$ cat config.mk
export PLATFORM = sky130hd
export DESIGN_NAME = cpu_regs
export DESIGN_NICKNAME = d
export VERILOG_FILES = /design/src/rtl/cpu_regs_pkg.sv /design/src/rtl/cpu_regs.sv
export VERILOG_INCLUDE_DIRS = /design/src /design/src/rtl
export SDC_FILE = /design/constraint.sdc
export NUM_CORES = 1
export LEC_CHECK = 0
export BUFFER_PORTS_ARGS = -buffer_cell sky130_fd_sc_hd__buf_4
export CORE_ASPECT_RATIO = 1.5
export CORE_UTILIZATION = 55
export DETAILED_ROUTE_END_ITERATION = 8
export PLACE_DENSITY = 0.81
export RECOVER_POWER = 100
export SYNTH_ARGS = -nofsm -noshare
export SYNTH_HDL_FRONTEND = slang
export SYNTH_SLANG_ARGS = --single-unit
$ cat constraint.sdc
create_clock -name clk_sys_i -period 5.72 [get_ports clk_sys_i]
set_input_delay 1.144 -clock clk_sys_i [delete_from_list [all_inputs] [get_ports clk_sys_i]]
set_output_delay 1.144 -clock clk_sys_i [all_outputs]
set_load 0.03 [all_outputs]
$ cat src/rtl/cpu_regs_consts.svh
`ifndef CPU_REGS_CONSTS_SVH
`define CPU_REGS_CONSTS_SVH

// ----------------------------------------
// Reset values and vector fetch addresses
// ----------------------------------------
`define HI_RESET       8'h00
`define SP_RESET       16'h00ff
`define FLAGS_RESET    8'h68
`define VEC_HI_ADDR    16'hfffe
`define VEC_LO_ADDR    16'hffff

// ----------------------------------------
// Flag bit positions
// ----------------------------------------
`define FLG_V          7
`define FLG_ONE6       6
`define FLG_ONE5       5
`define FLG_H          4
`define FLG_I          3
`define FLG_N          2
`define FLG_Z          1
`define FLG_C          0
`define FLG_FIXED_MASK 8'h60

// ----------------------------------------
// Register port offsets
// ----------------------------------------
`define REG_FLAGS      4'h0
`define REG_IDX_HI     4'h1
`define REG_IDX_LO     4'h2
`define REG_SP_HI      4'h3
`define REG_SP_LO      4'h4
`define REG_PC_HI      4'h5
`define REG_PC_LO      4'h6
`define REG_STATUS     4'h7

`endif

$ cat src/rtl/cpu_regs_pkg.sv
package cpu_regs_pkg;

  // Micro-operations issued by the execution datapath
  typedef enum logic [4:0] {
    OP_NONE,
    OP_LO_CLR,
    OP_LO_INC,
    OP_LO_DEC,
    OP_LO_COM,
    OP_LO_NEG,
    OP_LO_ASL,
    OP_LO_LSR,
    OP_LO_ASR,
    OP_LO_ROL,
    OP_LO_ROR,
    OP_ACC_TO_LO,
    OP_LO_TO_ACC,
    OP_IDX_INC,
    OP_STACK_ADJUST,
    OP_STACK_LOW_RESET,
    OP_ADD,
    OP_ADC,
    OP_SUB,
    OP_DECIMAL_ADJUST,
    OP_LOAD8,
    OP_LOAD16,
    OP_MASK_CLEAR,
    OP_MASK_SET,
    OP_ACC_TO_FLAGS
  } cpu_op_t;

  typedef enum logic [1:0] {
    ST_VEC_HI,
    ST_VEC_LO,
    ST_RUN
  } cpu_state_t;

  typedef struct packed {
    cpu_state_t  state;
    logic [7:0]  idx_hi;
    logic [7:0]  idx_lo;
    logic [15:0] sp;
    logic [15:0] pc;
    logic [7:0]  flags;
    logic [7:0]  acc;
    logic        irq_hold;
    logic [7:0]  rdata;
  } cpu_regs_state_t;

endpackage : cpu_regs_pkg

$ cat src/rtl/cpu_regs.sv
`include "cpu_regs_consts.svh"

module cpu_regs
  import cpu_regs_pkg::*;
(
  input  wire logic        clk_sys_i,
  input  wire logic        rst_n_i,
  input  wire cpu_op_t     op_i,
  input  wire logic [7:0]  imm_i,
  input  wire logic [7:0]  acc_i,
  input  wire logic [15:0] load_val_i,
  input  wire logic        fetch_i,
  input  wire logic        flow_load_i,
  input  wire logic [15:0] flow_addr_i,
  input  wire logic        bit_c_we_i,
  input  wire logic        bit_c_i,
  input  wire logic        boundary_i,
  input  wire logic        irq_req_i,
  input  wire logic        irq_stacked_i,
  input  wire logic        vec_valid_i,
  input  wire logic [7:0]  vec_data_i,
  input  wire logic [3:0]  reg_addr_i,
  input  wire logic [7:0]  reg_wdata_i,
  input  wire logic        reg_we_i,
  input  wire logic        reg_re_i,
  output logic [7:0]       reg_rdata_o,
  output logic [15:0]      vec_addr_o,
  output logic             vec_req_o,
  output logic             running_o,
  output logic             irq_take_o,
  output logic [15:0]      idx_addr_o,
  output logic [15:0]      sp_o,
  output logic [15:0]      pc_o,
  output logic [7:0]       flags_o,
  output logic [7:0]       acc_o
);

  // ----------------------------------------
  // State
  // ----------------------------------------
  cpu_regs_state_t q_ff;
  cpu_regs_state_t nxt_q;
  logic [8:0]      sum;
  logic [4:0]      half;
  logic [7:0]      res;
  logic [7:0]      corr;
  logic            res_we;
  logic            cin;
  logic [7:0]      b;

  // ----------------------------------------
  // Next state
  // ----------------------------------------
  always_comb begin
    nxt_q  = q_ff;
    res    = q_ff.idx_lo;
    res_we = 1'b0;
    cin    = 1'b0;
    b      = imm_i;
    sum    = 9'h000;
    half   = 5'h00;
    corr   = 8'h00;
    nxt_q.rdata = 8'h00;
    case (q_ff.state)
      ST_VEC_HI: begin
        if (vec_valid_i) begin
          nxt_q.pc[15:8] = vec_data_i;
          nxt_q.state    = ST_VEC_LO;
        end
      end
      ST_VEC_LO: begin
        if (vec_valid_i) begin
          nxt_q.pc[7:0] = vec_data_i;
          nxt_q.state   = ST_RUN;
        end
      end
      ST_RUN: begin
        if (flow_load_i) begin
          nxt_q.pc = flow_addr_i;
        end else if (fetch_i) begin
          nxt_q.pc = q_ff.pc + 16'h0001;
        end
        case (op_i)
          OP_LO_CLR: begin
            res = 8'h00;
            res_we = 1'b1;
            nxt_q.flags[`FLG_V] = 1'b0;
            nxt_q.flags[`FLG_C] = 1'b0;
          end
          OP_LO_INC: begin
            res = q_ff.idx_lo + 8'h01;
            res_we = 1'b1;
            nxt_q.flags[`FLG_V] = (q_ff.idx_lo == 8'h7f);
          end
          OP_LO_DEC: begin
            res = q_ff.idx_lo - 8'h01;
            res_we = 1'b1;
            nxt_q.flags[`FLG_V] = (q_ff.idx_lo == 8'h80);
          end
          OP_LO_COM: begin
            res = ~q_ff.idx_lo;
            res_we = 1'b1;
            nxt_q.flags[`FLG_V] = 1'b0;
            nxt_q.flags[`FLG_C] = 1'b1;
          end
          OP_LO_NEG: begin
            res = 8'h00 - q_ff.idx_lo;
            res_we = 1'b1;
            nxt_q.flags[`FLG_V] = (q_ff.idx_lo == 8'h80);
            nxt_q.flags[`FLG_C] = (q_ff.idx_lo != 8'h00);
          end
          OP_LO_ASL, OP_LO_ROL: begin
            cin = (op_i == OP_LO_ROL) ? q_ff.flags[`FLG_C] : 1'b0;
            res = {q_ff.idx_lo[6:0], cin};
            res_we = 1'b1;
            nxt_q.flags[`FLG_C] = q_ff.idx_lo[7];
            nxt_q.flags[`FLG_V] = q_ff.idx_lo[7] ^ q_ff.idx_lo[6];
          end
          OP_LO_LSR, OP_LO_ASR, OP_LO_ROR: begin
            cin = (op_i == OP_LO_ROR) ? q_ff.flags[`FLG_C] :
                  (op_i == OP_LO_ASR) ? q_ff.idx_lo[7] : 1'b0;
            res = {cin, q_ff.idx_lo[7:1]};
            res_we = 1'b1;
            nxt_q.flags[`FLG_C] = q_ff.idx_lo[0];
            nxt_q.flags[`FLG_V] = cin ^ q_ff.idx_lo[0];
          end
          OP_ACC_TO_LO: begin
            nxt_q.idx_lo = acc_i;
          end
          OP_LO_TO_ACC: begin
            nxt_q.acc = q_ff.idx_lo;
          end
          OP_IDX_INC: begin
            {nxt_q.idx_hi, nxt_q.idx_lo} = {q_ff.idx_hi, q_ff.idx_lo} + 16'h0001;
          end
          OP_STACK_ADJUST: begin
            nxt_q.sp = q_ff.sp + {{8{imm_i[7]}}, imm_i};
          end
          OP_STACK_LOW_RESET: begin
            nxt_q.sp[7:0] = 8'(`SP_RESET);
          end
          OP_ADD, OP_ADC, OP_SUB: begin
            cin = (op_i == OP_ADC) & q_ff.flags[`FLG_C];
            if (op_i == OP_SUB) begin
              b   = ~imm_i;
              cin = 1'b1;
            end
            sum  = {1'b0, acc_i} + {1'b0, b} + {8'h00, cin};
            half = {1'b0, acc_i[3:0]} + {1'b0, b[3:0]} + {4'h0, cin};
            res  = sum[7:0];
            nxt_q.acc = res;
            nxt_q.flags[`FLG_V] = (acc_i[7] == b[7]) && (res[7] != acc_i[7]);
            if (op_i != OP_SUB) begin
              nxt_q.flags[`FLG_H] = half[4];
              nxt_q.flags[`FLG_C] = sum[8];
            end else begin
              nxt_q.flags[`FLG_C] = ~sum[8];
            end
            nxt_q.flags[`FLG_N] = res[7];
            nxt_q.flags[`FLG_Z] = (res == 8'h00);
          end
          OP_DECIMAL_ADJUST: begin
            if (q_ff.flags[`FLG_H] || (acc_i[3:0] > 4'h9)) begin
              corr[3:0] = 4'h6;
            end
            if (q_ff.flags[`FLG_C] || (acc_i > 8'h99)) begin
              corr[7:4] = 4'h6;
            end
            sum = {1'b0, acc_i} + {1'b0, corr};
            res = sum[7:0];
            nxt_q.acc = res;
            nxt_q.flags[`FLG_C] = q_ff.flags[`FLG_C] | corr[7:4] != 4'h0;
            nxt_q.flags[`FLG_N] = res[7];
            nxt_q.flags[`FLG_Z] = (res == 8'h00);
          end
          OP_LOAD8: begin
            nxt_q.flags[`FLG_N] = load_val_i[7];
            nxt_q.flags[`FLG_Z] = (load_val_i[7:0] == 8'h00);
            nxt_q.flags[`FLG_V] = 1'b0;
          end
          OP_LOAD16: begin
            nxt_q.flags[`FLG_N] = load_val_i[15];
            nxt_q.flags[`FLG_Z] = (load_val_i == 16'h0000);
            nxt_q.flags[`FLG_V] = 1'b0;
          end
          OP_MASK_CLEAR: begin
            nxt_q.irq_hold = q_ff.flags[`FLG_I];
            nxt_q.flags[`FLG_I] = 1'b0;
          end
          OP_MASK_SET: begin
            nxt_q.flags[`FLG_I] = 1'b1;
          end
          OP_ACC_TO_FLAGS: begin
            nxt_q.irq_hold = q_ff.flags[`FLG_I] & ~acc_i[`FLG_I];
            nxt_q.flags = acc_i;
          end
          default: begin
          end
        endcase
        if (res_we) begin
          nxt_q.idx_lo = res;
          nxt_q.flags[`FLG_N] = res[7];
          nxt_q.flags[`FLG_Z] = (res == 8'h00);
        end
        if (bit_c_we_i) begin
          nxt_q.flags[`FLG_C] = bit_c_i;
        end
        // Hold only covers one boundary, then expires
        if (boundary_i && (op_i != OP_MASK_CLEAR) && (op_i != OP_ACC_TO_FLAGS)) begin
          nxt_q.irq_hold = 1'b0;
        end
        if (irq_stacked_i) begin
          nxt_q.flags[`FLG_I] = 1'b1;
        end
        // ----------------------------------------
        // Register port writes win over datapath
        // ----------------------------------------
        if (reg_we_i) begin
          case (reg_addr_i)
            `REG_FLAGS:  nxt_q.flags        = reg_wdata_i;
            `REG_IDX_HI: nxt_q.idx_hi       = reg_wdata_i;
            `REG_IDX_LO: nxt_q.idx_lo       = reg_wdata_i;
            `REG_SP_HI:  nxt_q.sp[15:8]     = reg_wdata_i;
            `REG_SP_LO:  nxt_q.sp[7:0]      = reg_wdata_i;
            default: begin
            end
          endcase
        end
      end
      default: begin
        nxt_q.state = ST_VEC_HI;
      end
    endcase
    nxt_q.flags = nxt_q.flags | `FLG_FIXED_MASK;
    if (reg_re_i) begin
      case (reg_addr_i)
        `REG_FLAGS:  nxt_q.rdata = q_ff.flags;
        `REG_IDX_HI: nxt_q.rdata = q_ff.idx_hi;
        `REG_IDX_LO: nxt_q.rdata = q_ff.idx_lo;
        `REG_SP_HI:  nxt_q.rdata = q_ff.sp[15:8];
        `REG_SP_LO:  nxt_q.rdata = q_ff.sp[7:0];
        `REG_PC_HI:  nxt_q.rdata = q_ff.pc[15:8];
        `REG_PC_LO:  nxt_q.rdata = q_ff.pc[7:0];
        `REG_STATUS: nxt_q.rdata = {6'h00, q_ff.irq_hold, q_ff.state == ST_RUN};
        default:     nxt_q.rdata = 8'h00;
      endcase
    end
  end

  // ----------------------------------------
  // Registers
  // ----------------------------------------
  // Low index byte and acc keep their value through reset
  always_ff @(posedge clk_sys_i or negedge rst_n_i) begin
    if (!rst_n_i) begin
      q_ff.state    <= ST_VEC_HI;
      q_ff.idx_hi   <= `HI_RESET;
      q_ff.sp       <= `SP_RESET;
      q_ff.pc       <= 16'h0000;
      q_ff.flags    <= `FLAGS_RESET;
      q_ff.irq_hold <= 1'b0;
      q_ff.rdata    <= 8'h00;
    end else begin
      q_ff.state    <= nxt_q.state;
      q_ff.idx_hi   <= nxt_q.idx_hi;
      q_ff.sp       <= nxt_q.sp;
      q_ff.pc       <= nxt_q.pc;
      q_ff.flags    <= nxt_q.flags;
      q_ff.irq_hold <= nxt_q.irq_hold;
      q_ff.rdata    <= nxt_q.rdata;
      q_ff.idx_lo   <= nxt_q.idx_lo;
      q_ff.acc      <= nxt_q.acc;
    end
  end

  // ----------------------------------------
  // Outputs
  // ----------------------------------------
  assign reg_rdata_o = q_ff.rdata;
  assign vec_req_o   = (q_ff.state != ST_RUN);
  assign vec_addr_o  = (q_ff.state == ST_VEC_LO) ? `VEC_LO_ADDR : `VEC_HI_ADDR;
  assign running_o   = (q_ff.state == ST_RUN);
  assign irq_take_o  = irq_req_i & boundary_i & running_o &
                       ~q_ff.flags[`FLG_I] & ~q_ff.irq_hold;
  assign idx_addr_o  = {q_ff.idx_hi, q_ff.idx_lo};
  assign sp_o        = q_ff.sp;
  assign pc_o        = q_ff.pc;
  assign flags_o     = q_ff.flags;
  assign acc_o       = q_ff.acc;

endmodule : cpu_regs

# ---- Yosys cells after proc, flatten, opt, wreduce, memory -nomap -nowiden
# Index checks and enable logic that the tools add are counted.
# W data, S select, Z words.
dict set report totals {
  regBits 73
  input_bits 85
  output_inout_bits 91
  elab_cells 169
}
dict set report classes {
  addsub 11
  order_cmp 2
  n_eq_ne 44
  muxes 56
  n_bitwise 16
  n_reduce_logical 30
}
# operator count
set ops {}
lappend ops {{$mux W8} 15}
lappend ops {{$pmux W8 S9} 1}
lappend ops {{$pmux W8 S2} 4}
lappend ops {{$pmux W8 S8} 1}
lappend ops {{$eq A5 B5 Y1 const B} 9}
lappend ops {{$eq A5 B4 Y1 const B} 8}
lappend ops {{$add A16 B1 Y16 const B} 2}
lappend ops {{$logic_not A8 Y1} 4}
lappend ops {{$mux W16} 2}
lappend ops {{$mux W32} 1}
lappend ops {{$pmux W8 S3} 1}
lappend ops {{$eq A5 B3 Y1 const B} 4}
lappend ops {{$add A16 B16 Y16} 1}
lappend ops {{$eq A4 B3 Y1 const B} 4}
lappend ops {{$logic_not A16 Y1} 1}
lappend ops {{$mux W4} 4}
lappend ops {{$not A8 Y8} 2}
lappend ops {{$ne A5 B5 Y1 const B} 3}
lappend ops {{$mux W1} 14}
lappend ops {{$reduce_and A3 Y1} 4}
lappend ops {{$eq A5 B2 Y1 const B} 2}
lappend ops {{$pmux W2 S5} 1}
lappend ops {{$reduce_or A10 Y1} 1}
lappend ops {{$add A8 B8 Y9} 1}
lappend ops {{other kinds (43)} 69}

# ---- Logic depth before layout (Yosys ltp)
# Gate-level depths: netlist of run 1.
dict set report depth {
  ltp_word 12
  mapped_depth 16
  depth_no_buf 13
}

# ---- Worst setup path after synthesis of run 1
# OpenSTA, ideal clock, no wires.
dict set report synth_timing {
  path_type {in2reg}
  startpoint {input port op_i[4]}
  endpoint {register q_ff (netlist bit idx_addr_o[7]) (data pin)}
  setup_time_ps 271
  arrival_ps 4477
  required_time_ps 5449
  setup_slack_ps 973
  cell_stages 14
  path_buffers 2
  cell_sequence {buf_4 -> nor2b_1 -> and2_0 -> buf_2 -> nand2_1 -> xnor2_1 -> fa_1 -> a21o_1 -> and4_1 -> or3_1 -> and2_1 -> a221o_1 -> o31ai_1 -> a21oi_1}
}
dict set report synth_between {
  elab_chain_len 11
  word_cells_on_any_way 39
  cone_classes {2 x add/sub; 16 x eq/ne; 16 x mux; 1 x bitwise; 4 x reduce/logical}
}
# item line
set synth_rtl {}
lappend synth_rtl {{start, declared} cpu_regs.sv:8} ;# input wire cpu_op_t op_i,
lappend synth_rtl {{$eq A5 B5 Y1} -}
lappend synth_rtl {{$mux W8 / $and A1 B1 Y1 (equally long branches)} {cpu_regs.sv:144, cpu_regs.sv:143}}
lappend synth_rtl {{$mux W8 / $mux W1 (equally long branches)} {cpu_regs.sv:83, cpu_regs.sv:144}}
lappend synth_rtl {{$mux W8 / $mux W1 (equally long branches)} {cpu_regs.sv:64, cpu_regs.sv:83}}
lappend synth_rtl {{$add A8 B8 Y9 / $mux W1 (equally long branches)} {cpu_regs.sv:148, cpu_regs.sv:64}}
lappend synth_rtl {{$add A9 B1 Y9} cpu_regs.sv:148} ;# sum = {1'b0, acc_i} + {1'b0, b} + {8'h00, cin};
lappend synth_rtl {{$pmux W8 S9} cpu_regs.sv:83} ;# case (op_i)
lappend synth_rtl {{$mux W8} cpu_regs.sv:64} ;# case (q_ff.state)
lappend synth_rtl {{$mux W8 *} cpu_regs.sv:200} ;# if (res_we) begin
lappend synth_rtl {{$mux W8} cpu_regs.sv:219} ;# case (reg_addr_i)
lappend synth_rtl {{$mux W32 *} cpu_regs.sv:218} ;# if (reg_we_i) begin
lappend synth_rtl {{end, declared} cpu_regs.sv:41} ;# cpu_regs_state_t q_ff;
# Every way passes the cells marked *; elsewhere a longest branch is shown, timed or not. The select of a mux whose other input is x is not followed.
# A chain may end at the register's enable or synchronous reset.

# ---- Worst setup path after layout of run 1
dict set report layout_timing {
  startpoint {input port op_i[2]}
  endpoint {register q_ff (netlist bit idx_addr_o[7]) (data pin)}
}
# The elaborated chain is that of the path after synthesis.

==> results of run 1 <==
[critical path, cell delays in order]
cell      delay [ps]
clkbuf_1         730
inv_1            250
and2_0           230
nand2_1          340
xnor2_1          150
fa_1             440
a21o_1           190
and4_1           210
or3_1            410
and2_1           210
a221o_1          350
o31ai_1          250
a21oi_1          100
[final timing paths]
check / to / depth (start not counted) / startpoint / slack (ps)
worst min register to register: q_ff[73] / 1 / q_ff[74] / 500
worst max register to register: pc_o[1] / 4 / q_ff[73] / 2010
max in group asynchronous: flags_o[1] / 1 / rst_n_i / 4350
worst max-delay path: idx_addr_o[7] / 13 / op_i[2] / 770
min in group asynchronous: reg_rdata_o[0] / 1 / rst_n_i / 860
worst min-delay path: q_ff[73] / 1 / q_ff[74] / 500
[cells by family (layout without fill, tap and decap cells)]
| family | Yosys count | after routing |
|---|---|---|
| other | 1 | 17 |
| and+or+nand+nor | 379 | 379 |
| AOI/OAI and AO/OA | 312 | 312 |
| DFF | 73 | 73 |
| xor gates and xnor gates | 56 | 56 |
| buffers and inverters | 166 | 198 |
| muxes | 25 | 25 |
| adders and majority gates | 42 | 42 |
[sequential cells by signal, summed over array words and instances, names as in the netlist]
name and cells:
pc_o 16, acc_o 8, flags_o 6, sp_o 16, q_ff 3, idx_addr_o 16, reg_rdata_o 8
[per-layer routing]
metal | part of all wire [%] | vias to the layer above | global-route usage, %
met1 | 35 | 3845 | 37.9
li1 | - | 3843 | -
met2 | 49 | 484 | 59.7
met3 | 8.2 | 116 | 6.00
met4 | 7.2 | 0 | 25.4
met5 | 0 | - | 0
[power groups by stage]
stage	clock network [W]	registers, W	logic [W]
finish	0.000642	0.00101	0.00166
global route	0.000662	0.00102	0.00180
CTS	0.000641	0.00100	0.00176
detailed placement	0	0.00101	0.00175
global placement	0	0.00101	0.00173
floorplan	0	0.000854	0.00147
[cells in the final DEF (no fill, tap or decap), types with 7 or more instances in the layout]
master and instances:
a221oi_1 11, conb_1 17, nor3_1 23, buf_4 91
a211oi_1 10, ha_1 37, edfxtp_1 16, o22ai_1 7
nand2b_1 15, and3_1 10, dfstp_1 8, xor2_1 21
clkbuf_1 73, nand2_1 119, a21oi_1 70, a22oi_1 13
dfrtp_1 48, mux2i_1 18, o21ai_0 79, o31ai_1 9
nor4_1 10, nand4_1 15, clkbuf_16 11, a31oi_1 24
nand3_1 28, nor2_1 101, o211ai_1 7, xnor2_1 35
inv_1 19, nor2b_1 16
[area by class of cell]
class	instances	area [µm²]
fillers	1383	5710
well taps	196	245
repair buffers	163	953
flip-flops and latches	73	1920
inverters	19	71.3
clock buffers	14	307
clock inverters	2	38.8
multi-input cells	831	5280
[through the flow]
stage | power (W) | std cells | cell area, µm²
floorplan | 0.00233 | 1070 | 8190
global placement | 0.00273 | 1282 | 8750
detailed placement | 0.00276 | 1282 | 8750
CTS | 0.00340 | 1298 | 9090
global route | 0.00349 | 1298 | 8820
finish | 0.00330 | 1298 | 8820
==> impl_results.html, run 1 <==
<table>
<tr><th>Metric</th><th>Value</th></tr>
<tr><th colspan="2">Place</th></tr>
<tr><td>Worst Setup Slack post-DPL</td><td>838 ps</td></tr>
<tr><td>Hpwl dp</td><td>19900 µm</td></tr>
<tr><td>Count of buffers inserted at the top-level ports</td><td>158</td></tr>
<tr><td>Final weighted congestion in routability-driven placement</td><td>1.01</td></tr>
<tr><th colspan="2">Logic synthesis</th></tr>
<tr><td>Number of flops mapped to enable cells by yosys</td><td>16</td></tr>
<tr><td>Most used standard cells in the synthesized netlist</td><td>119 x nand2_1, 100 x nor2_1, 90 x buf_4</td></tr>
<tr><td>Area contributors post-synth</td><td>dfrtp_1 15%, buf_4 8.3%, edfxtp_1 5.9%</td></tr>
<tr><td>Register bit count reported by yosys</td><td>73</td></tr>
<tr><td>Post-synthesis cell count</td><td>1054</td></tr>
<tr><td>Count leader, synth</td><td>nand2_1</td></tr>
<tr><td>Cell variety after synth</td><td>82</td></tr>
<tr><td>Combinational family with the most area after synthesis</td><td>compound AO/OA/AOI/OAI gates</td></tr>
<tr><td>Compound-cell area share of the yosys netlist</td><td>25.5%</td></tr>
<tr><td>Fraction of the mapped netlist area in adder cells</td><td>6.92%</td></tr>
<tr><td>Multiplexer fraction of the synthesized cell area</td><td>3.32%</td></tr>
<tr><td>Post-synthesis cell type with the largest combined area</td><td>dfrtp_1</td></tr>
<tr><td>Mean area per synthesized cell</td><td>7.71 µm²</td></tr>
<tr><td>Register area share after synthesis</td><td>23.6%</td></tr>
<tr><td>Predominant post-synthesis flop cell</td><td>dfrtp_1</td></tr>
<tr><td>Basic-gate share of the synthesized area counting and, or, nand and nor cells</td><td>22.5%</td></tr>
<tr><td>Share of the synthesized area in the top cell type</td><td>14.8%</td></tr>
<tr><td>Netlist Area Pre-Place</td><td>8130 µm²</td></tr>
<tr><td>Synth Warn #</td><td>0</td></tr>
<tr><td>Asr flop ratio synth</td><td>78.1%</td></tr>
<tr><td>Post-synthesis share of cell area spent on xor and xnor gates</td><td>6.03%</td></tr>
<tr><th colspan="2">Detailed routing</th></tr>
<tr><td>Via Count</td><td>8288</td></tr>
<tr><td>DR DRC count</td><td>0</td></tr>
<tr><td>1st-pass router iterations</td><td>5</td></tr>
<tr><td>Count of nets left with antenna violations after detail routing</td><td>0</td></tr>
<tr><td>Detailed-route vias per instance</td><td>6.39</td></tr>
<tr><td>Total Wirelength</td><td>26000 µm</td></tr>
<tr><td>First DRT Iteration DRCs</td><td>608</td></tr>
<tr><td>DR WL/cell</td><td>20.1 µm</td></tr>
<tr><th colspan="2">Hold path</th></tr>
<tr><td>Classification of the worst-slack hold path</td><td>flop to flop</td></tr>
<tr><th colspan="2">Setup path</th></tr>
<tr><td>Endpoint class of the critical path</td><td>flop</td></tr>
<tr><td>Crit Path Max Fanout</td><td>27</td></tr>
<tr><td>Critical Path Source Type</td><td>input pin</td></tr>
<tr><td>Data arrival time of the critical path</td><td>5010 ps</td></tr>
<tr><td>Critical Path RT</td><td>5780 ps</td></tr>
<tr><td>Crit Path Class</td><td>input pin to flop</td></tr>
<tr><th colspan="2">Clocking</th></tr>
<tr><td>Clock latency at the later pin of the worst-skew pair</td><td>340 ps</td></tr>
<tr><td>Buffer depth of the longest clock path</td><td>2</td></tr>
<tr><td>Num Clock Sinks</td><td>73</td></tr>
<tr><td>Buffers inserted by post-CTS timing repair</td><td>0</td></tr>
<tr><td>TritonCTS clock tree</td><td>yes</td></tr>
<tr><td>H-tree depth</td><td>3</td></tr>
<tr><td>Cts hold-fix bufs</td><td>0</td></tr>
<tr><td>Clock input transition at the sequential cells of the worst setup and hold paths</td><td>60 ps</td></tr>
<tr><td>Number of gates resized after cts</td><td>0</td></tr>
<tr><td>Root buffer cell</td><td>clkbuf_16</td></tr>
<tr><td>Number of clock buffers inserted by TritonCTS</td><td>9</td></tr>
<tr><th colspan="2">Timing</th></tr>
<tr><td>Hold WS</td><td>500 ps</td></tr>
<tr><td>Final critical-path share of the clock period</td><td>86.5%</td></tr>
<tr><td>Count of final hold-check violations</td><td>0</td></tr>
<tr><td>Final Max Tran Viols</td><td>59</td></tr>
<tr><td>Clock period minus final worst setup slack</td><td>4950 ps</td></tr>
<tr><td>Clk_skew</td><td>7.90 ps</td></tr>
<tr><td>Final critical-path setup slack</td><td>771 ps</td></tr>
<tr><td>Setup violators final</td><td>0</td></tr>
<tr><td>Setup Total Neg Slack</td><td>0 ps</td></tr>
<tr><td>Worst Tran Pin Value</td><td>1930 ps</td></tr>
<tr><td>Rel. slew slack</td><td>-28.6%</td></tr>
<tr><td>Peak clock frequency supported by timing</td><td>202 MHz</td></tr>
<tr><td>Setup repair after global routing missed its margin</td><td>no</td></tr>
<tr><th colspan="2">Power and ir drop</th></tr>
<tr><td>Pwr dens</td><td>375 nW/µm²</td></tr>
<tr><td>Leakage component of the power</td><td>3.59 nW</td></tr>
<tr><td>Max rail drop VDD</td><td>379 µV</td></tr>
<tr><td>Combinational share of power</td><td>50.1%</td></tr>
<tr><td>Fraction of power spent switching nets</td><td>48.9%</td></tr>
<tr><td>Cell internal pwr</td><td>0.00169 W</td></tr>
<tr><td>Share of total power in sequential cells</td><td>30.5%</td></tr>
<tr><td>Clk pwr share</td><td>19.4%</td></tr>
<tr><td>Switching power</td><td>0.00162 W</td></tr>
<tr><th colspan="2">Run</th></tr>
<tr><td>Max-Cap Viols</td><td>2</td></tr>
<tr><th colspan="2">Final layout</th></tr>
<tr><td>Number of nets in the final layout</td><td>1224</td></tr>
<tr><td>Ant. Diodes</td><td>0</td></tr>
<tr><td>Core Util, Final</td><td>60.7%</td></tr>
<tr><td>Share of post-route cells with drive strength above 1</td><td>11.4%</td></tr>
<tr><td>Layout overhead on the synthesized area</td><td>8.43%</td></tr>
<tr><th colspan="2">Floorplan</th></tr>
<tr><td>Starting utilization of the core area</td><td>56.0%</td></tr>
<tr><td>Die Outline Area</td><td>15300 µm²</td></tr>
<tr><td>Num rows</td><td>54</td></tr>
<tr><td>I/O pin count</td><td>176</td></tr>
<tr><td>Die Ht</td><td>151 µm</td></tr>
<tr><td>Area of the core</td><td>14500 µm²</td></tr>
<tr><td>Floorplan die width</td><td>101 µm</td></tr>
<tr><th colspan="2">GRT</th></tr>
<tr><td>Global-route wire length before repair</td><td>40300 µm</td></tr>
<tr><td>Total track usage</td><td>34.6%</td></tr>
<tr><td>Number of global-route vias before repair</td><td>7653</td></tr>
<tr><td>Global route overflow</td><td>0</td></tr>
<tr><td>Antenna violations before repair</td><td>0</td></tr>
<tr><td>Pin count of the biggest net entering global routing</td><td>59</td></tr>
<tr><th colspan="2">Status</th></tr>
<tr><td>Status</td><td>finished, violations left</td></tr>
<tr><td>Violated checks</td><td>max-capacitance violations, max-slew violations</td></tr>
</table>
Power figures use the tool's default switching activity.
==> run 2, diff against run 1 <==
Settings changed: CORE_UTILIZATION 55 to 60, PLACE_DENSITY 0.81 to 0.87.
==> run 2 against run 1 <==
  * The run still ends with max-capacitance violations, max-slew violations left
  * Maximum frequency rose by 0.97%
  * Die area fell by 8.2%
  * Clock-buffer cell count fell by 3
  * Final cell count fell by 2.9%
==> impl_results.html, run 2 (synthesis gave the netlist of run 1 again) <==
<table>
<tr><th>Metric</th><th>Value</th></tr>
<tr><th colspan="2">Detailed routing</th></tr>
<tr><td>DR DRC count</td><td>0 (unchanged)</td></tr>
<tr><td>DR WL/cell</td><td>20.9 µm (+4.1%)</td></tr>
<tr><td>First DRT Iteration DRCs</td><td>564 (-7.2%)</td></tr>
<tr><td>1st-pass router iterations</td><td>8 (+3)</td></tr>
<tr><td>Detailed-route vias per instance</td><td>6.65 (+4.1%)</td></tr>
<tr><td>Total Wirelength</td><td>26300 µm (+1.0%)</td></tr>
<tr><td>Via Count</td><td>8373 (+1.0%)</td></tr>
<tr><td>Count of nets left with antenna violations after detail routing</td><td>0 (unchanged)</td></tr>
<tr><th colspan="2">Setup path</th></tr>
<tr><td>Endpoint class of the critical path</td><td>flop</td></tr>
<tr><td>Crit Path Max Fanout</td><td>27 (unchanged)</td></tr>
<tr><td>Critical Path RT</td><td>5780 ps (about the same)</td></tr>
<tr><td>Data arrival time of the critical path</td><td>4960 ps (-50 ps)</td></tr>
<tr><td>Crit Path Class</td><td>input pin to flop</td></tr>
<tr><td>Critical Path Source Type</td><td>input pin</td></tr>
<tr><th colspan="2">Power and ir drop</th></tr>
<tr><td>Leakage component of the power</td><td>3.57 nW (-0.51%)</td></tr>
<tr><td>Pwr dens</td><td>374 nW/µm² (-0.28%)</td></tr>
<tr><td>Max rail drop VDD</td><td>322 µV (-15%)</td></tr>
<tr><th colspan="2">Timing</th></tr>
<tr><td>Worst Tran Pin Value</td><td>2450 ps (+518 ps)</td></tr>
<tr><td>Final critical-path share of the clock period</td><td>85.7% (-0.83 points)</td></tr>
<tr><td>Rel. slew slack</td><td>-63.1% (-35 points)</td></tr>
<tr><td>Clock period minus final worst setup slack</td><td>4900 ps (-47.5 ps)</td></tr>
<tr><td>Setup Total Neg Slack</td><td>0 ps (unchanged)</td></tr>
<tr><td>Final critical-path setup slack</td><td>818 ps (+47.5 ps)</td></tr>
<tr><td>Hold WS</td><td>508 ps (+8.26 ps)</td></tr>
<tr><td>Setup violators final</td><td>0 (unchanged)</td></tr>
<tr><td>Peak clock frequency supported by timing</td><td>204 MHz (+0.97%)</td></tr>
<tr><td>Setup repair after global routing missed its margin</td><td>no</td></tr>
<tr><td>Clk_skew</td><td>8.32 ps (+0.426 ps)</td></tr>
<tr><td>Final Max Tran Viols</td><td>116 (+97%)</td></tr>
<tr><td>Count of final hold-check violations</td><td>0 (unchanged)</td></tr>
<tr><th colspan="2">Final layout</th></tr>
<tr><td>Post-Layout Cell Count</td><td>1260 (-2.9%)</td></tr>
<tr><td>Number of nets in the final layout</td><td>1223 (-0.082%)</td></tr>
<tr><td>Ant. Diodes</td><td>0 (unchanged)</td></tr>
<tr><td>Count of filler cells inserted in the layout</td><td>1186 (-14%)</td></tr>
<tr><td>Commonest cells after routing, fill and taps aside</td><td>119 x nand2_1, 101 x nor2_1, 92 x buf_4, 79 x o21ai_0, 71 x clkbuf_1</td></tr>
<tr><td>Layout overhead on the synthesized area</td><td>7.49%</td></tr>
<tr><td>Share of post-route cells with drive strength above 1</td><td>11.4% (about the same)</td></tr>
<tr><td>Commonest non-fill, non-tap cell in the layout</td><td>nand2_1</td></tr>
<tr><td>Core Util, Final</td><td>66.8% (+6.1 points)</td></tr>
<tr><th colspan="2">Floorplan</th></tr>
<tr><td>Starting utilization of the core area</td><td>62.2% (+6.2 points)</td></tr>
<tr><td>Die Ht</td><td>145 µm (-4.2%)</td></tr>
<tr><td>I/O pin count</td><td>176 (unchanged)</td></tr>
<tr><td>Area of the core</td><td>13100 µm² (-9.9%)</td></tr>
<tr><td>Num rows</td><td>51 (-5.6%)</td></tr>
<tr><td>Floorplan die width</td><td>97.1 µm (-4.2%)</td></tr>
<tr><td>Die Outline Area</td><td>14000 µm² (-8.2%)</td></tr>
<tr><th colspan="2">Status</th></tr>
<tr><td>Violated checks</td><td>max-capacitance violations, max-slew violations</td></tr>
<tr><td>Status</td><td>finished, violations left</td></tr>
<tr><th colspan="2">Run</th></tr>
<tr><td>Max-Cap Viols</td><td>3 (+1)</td></tr>
<tr><th colspan="2">GRT</th></tr>
<tr><td>Global-route wire length before repair</td><td>40300 µm (+0.21%)</td></tr>
<tr><td>Total track usage</td><td>36.9% (+2.3 points)</td></tr>
<tr><td>Pin count of the biggest net entering global routing</td><td>59 (unchanged)</td></tr>
<tr><td>Antenna violations before repair</td><td>0 (unchanged)</td></tr>
<tr><td>Number of global-route vias before repair</td><td>7850 (+2.6%)</td></tr>
<tr><td>Global route overflow</td><td>0 (unchanged)</td></tr>
<tr><th colspan="2">Place</th></tr>
<tr><td>Hpwl dp</td><td>20000 µm (+0.61%)</td></tr>
<tr><td>Worst Setup Slack post-DPL</td><td>847 ps (+8.37 ps)</td></tr>
<tr><td>Final weighted congestion in routability-driven placement</td><td>0.996 (-1.1%)</td></tr>
<tr><td>Count of buffers inserted at the top-level ports</td><td>158 (unchanged)</td></tr>
<tr><td>Placed Cells</td><td>1244 (-3.0%)</td></tr>
<tr><th colspan="2">Clocking</th></tr>
<tr><td>H-tree depth</td><td>3 (unchanged)</td></tr>
<tr><td>TritonCTS clock tree</td><td>yes</td></tr>
<tr><td>Root buffer cell</td><td>clkbuf_16</td></tr>
<tr><td>Clock input transition at the sequential cells of the worst setup and hold paths</td><td>60 ps (about the same)</td></tr>
<tr><td>Buffer depth of the longest clock path</td><td>2 (unchanged)</td></tr>
<tr><td>Number of gates resized after cts</td><td>0 (unchanged)</td></tr>
<tr><td>Clock latency at the later pin of the worst-skew pair</td><td>340 ps (about the same)</td></tr>
<tr><td>Number of clock buffers inserted by TritonCTS</td><td>9 (unchanged)</td></tr>
<tr><td>Buffers inserted by post-CTS timing repair</td><td>0 (unchanged)</td></tr>
<tr><td>Num Clock Sinks</td><td>73 (unchanged)</td></tr>
<tr><td>Cts hold-fix bufs</td><td>0 (unchanged)</td></tr>
<tr><th colspan="2">Hold path</th></tr>
<tr><td>Classification of the worst-slack hold path</td><td>flop to flop</td></tr>
</table>
[run 2: metal layers]
metal	vias to the layer above	routed length, µm	track usage, %
li1	3852	-	-
met1	3852	8940	37.0
met2	515	12900	66.2
met4	0	2350	30.7
met5	-	0	0
met3	154	2100	7.30
[run 2: area by class of cell]
class                           count  area [µm²]  share of cell area [%]
Timing Repair Buffer              162         953                    10.9
Inverter                           19        71.3                   0.816
Clock buffer                       11         254                    2.91
Multi-Input combinational cell    831        5280                    60.4
Sequential cell                    73        1920                    21.9
Tap cell                          159         199                    2.28
Clock inverter                      5        61.3                   0.701
[run 2: path summary, 6_finish.rpt]
kind	start	slack, ps	cells past startpoint	endpoint
max	op_i[2]	820	13	idx_addr_o[7]
min	q_ff[74]	510	1	q_ff[73]
max reg2reg	q_ff[73]	1950	5	pc_o[0]
min reg2reg	q_ff[74]	510	1	q_ff[73]
max in group asynchronous	rst_n_i	4360	1	flags_o[1]
min in group asynchronous	rst_n_i	860	1	reg_rdata_o[2]
[run 2: worst max-delay path, stage by stage]
cell	delay, ps
clkbuf_1	690
inv_1	230
and2_0	240
nand2_1	340
xnor2_1	150
fa_1	450
a21o_1	190
and4_1	210
or3_1	400
and2_0	230
a221o_1	350
o31ai_1	240
a21oi_1	100
[run 2: metrics by stage]
stage | power [W] | instance area [µm²]
finish | 0.00327 | 8740
global route | 0.00344 | 8740
detailed placement | 0.00276 | 8700
CTS | 0.00336 | 9010
global placement | 0.00273 | 8700
floorplan | 0.00233 | 8190
[run 2: power breakdown]
| part | internal [W] | switching (W) |
|---|---|---|
| clock network | 0.000367 | 0.000228 |
| logic | 0.000578 | 0.00109 |
| registers | 0.000696 | 0.000309 |
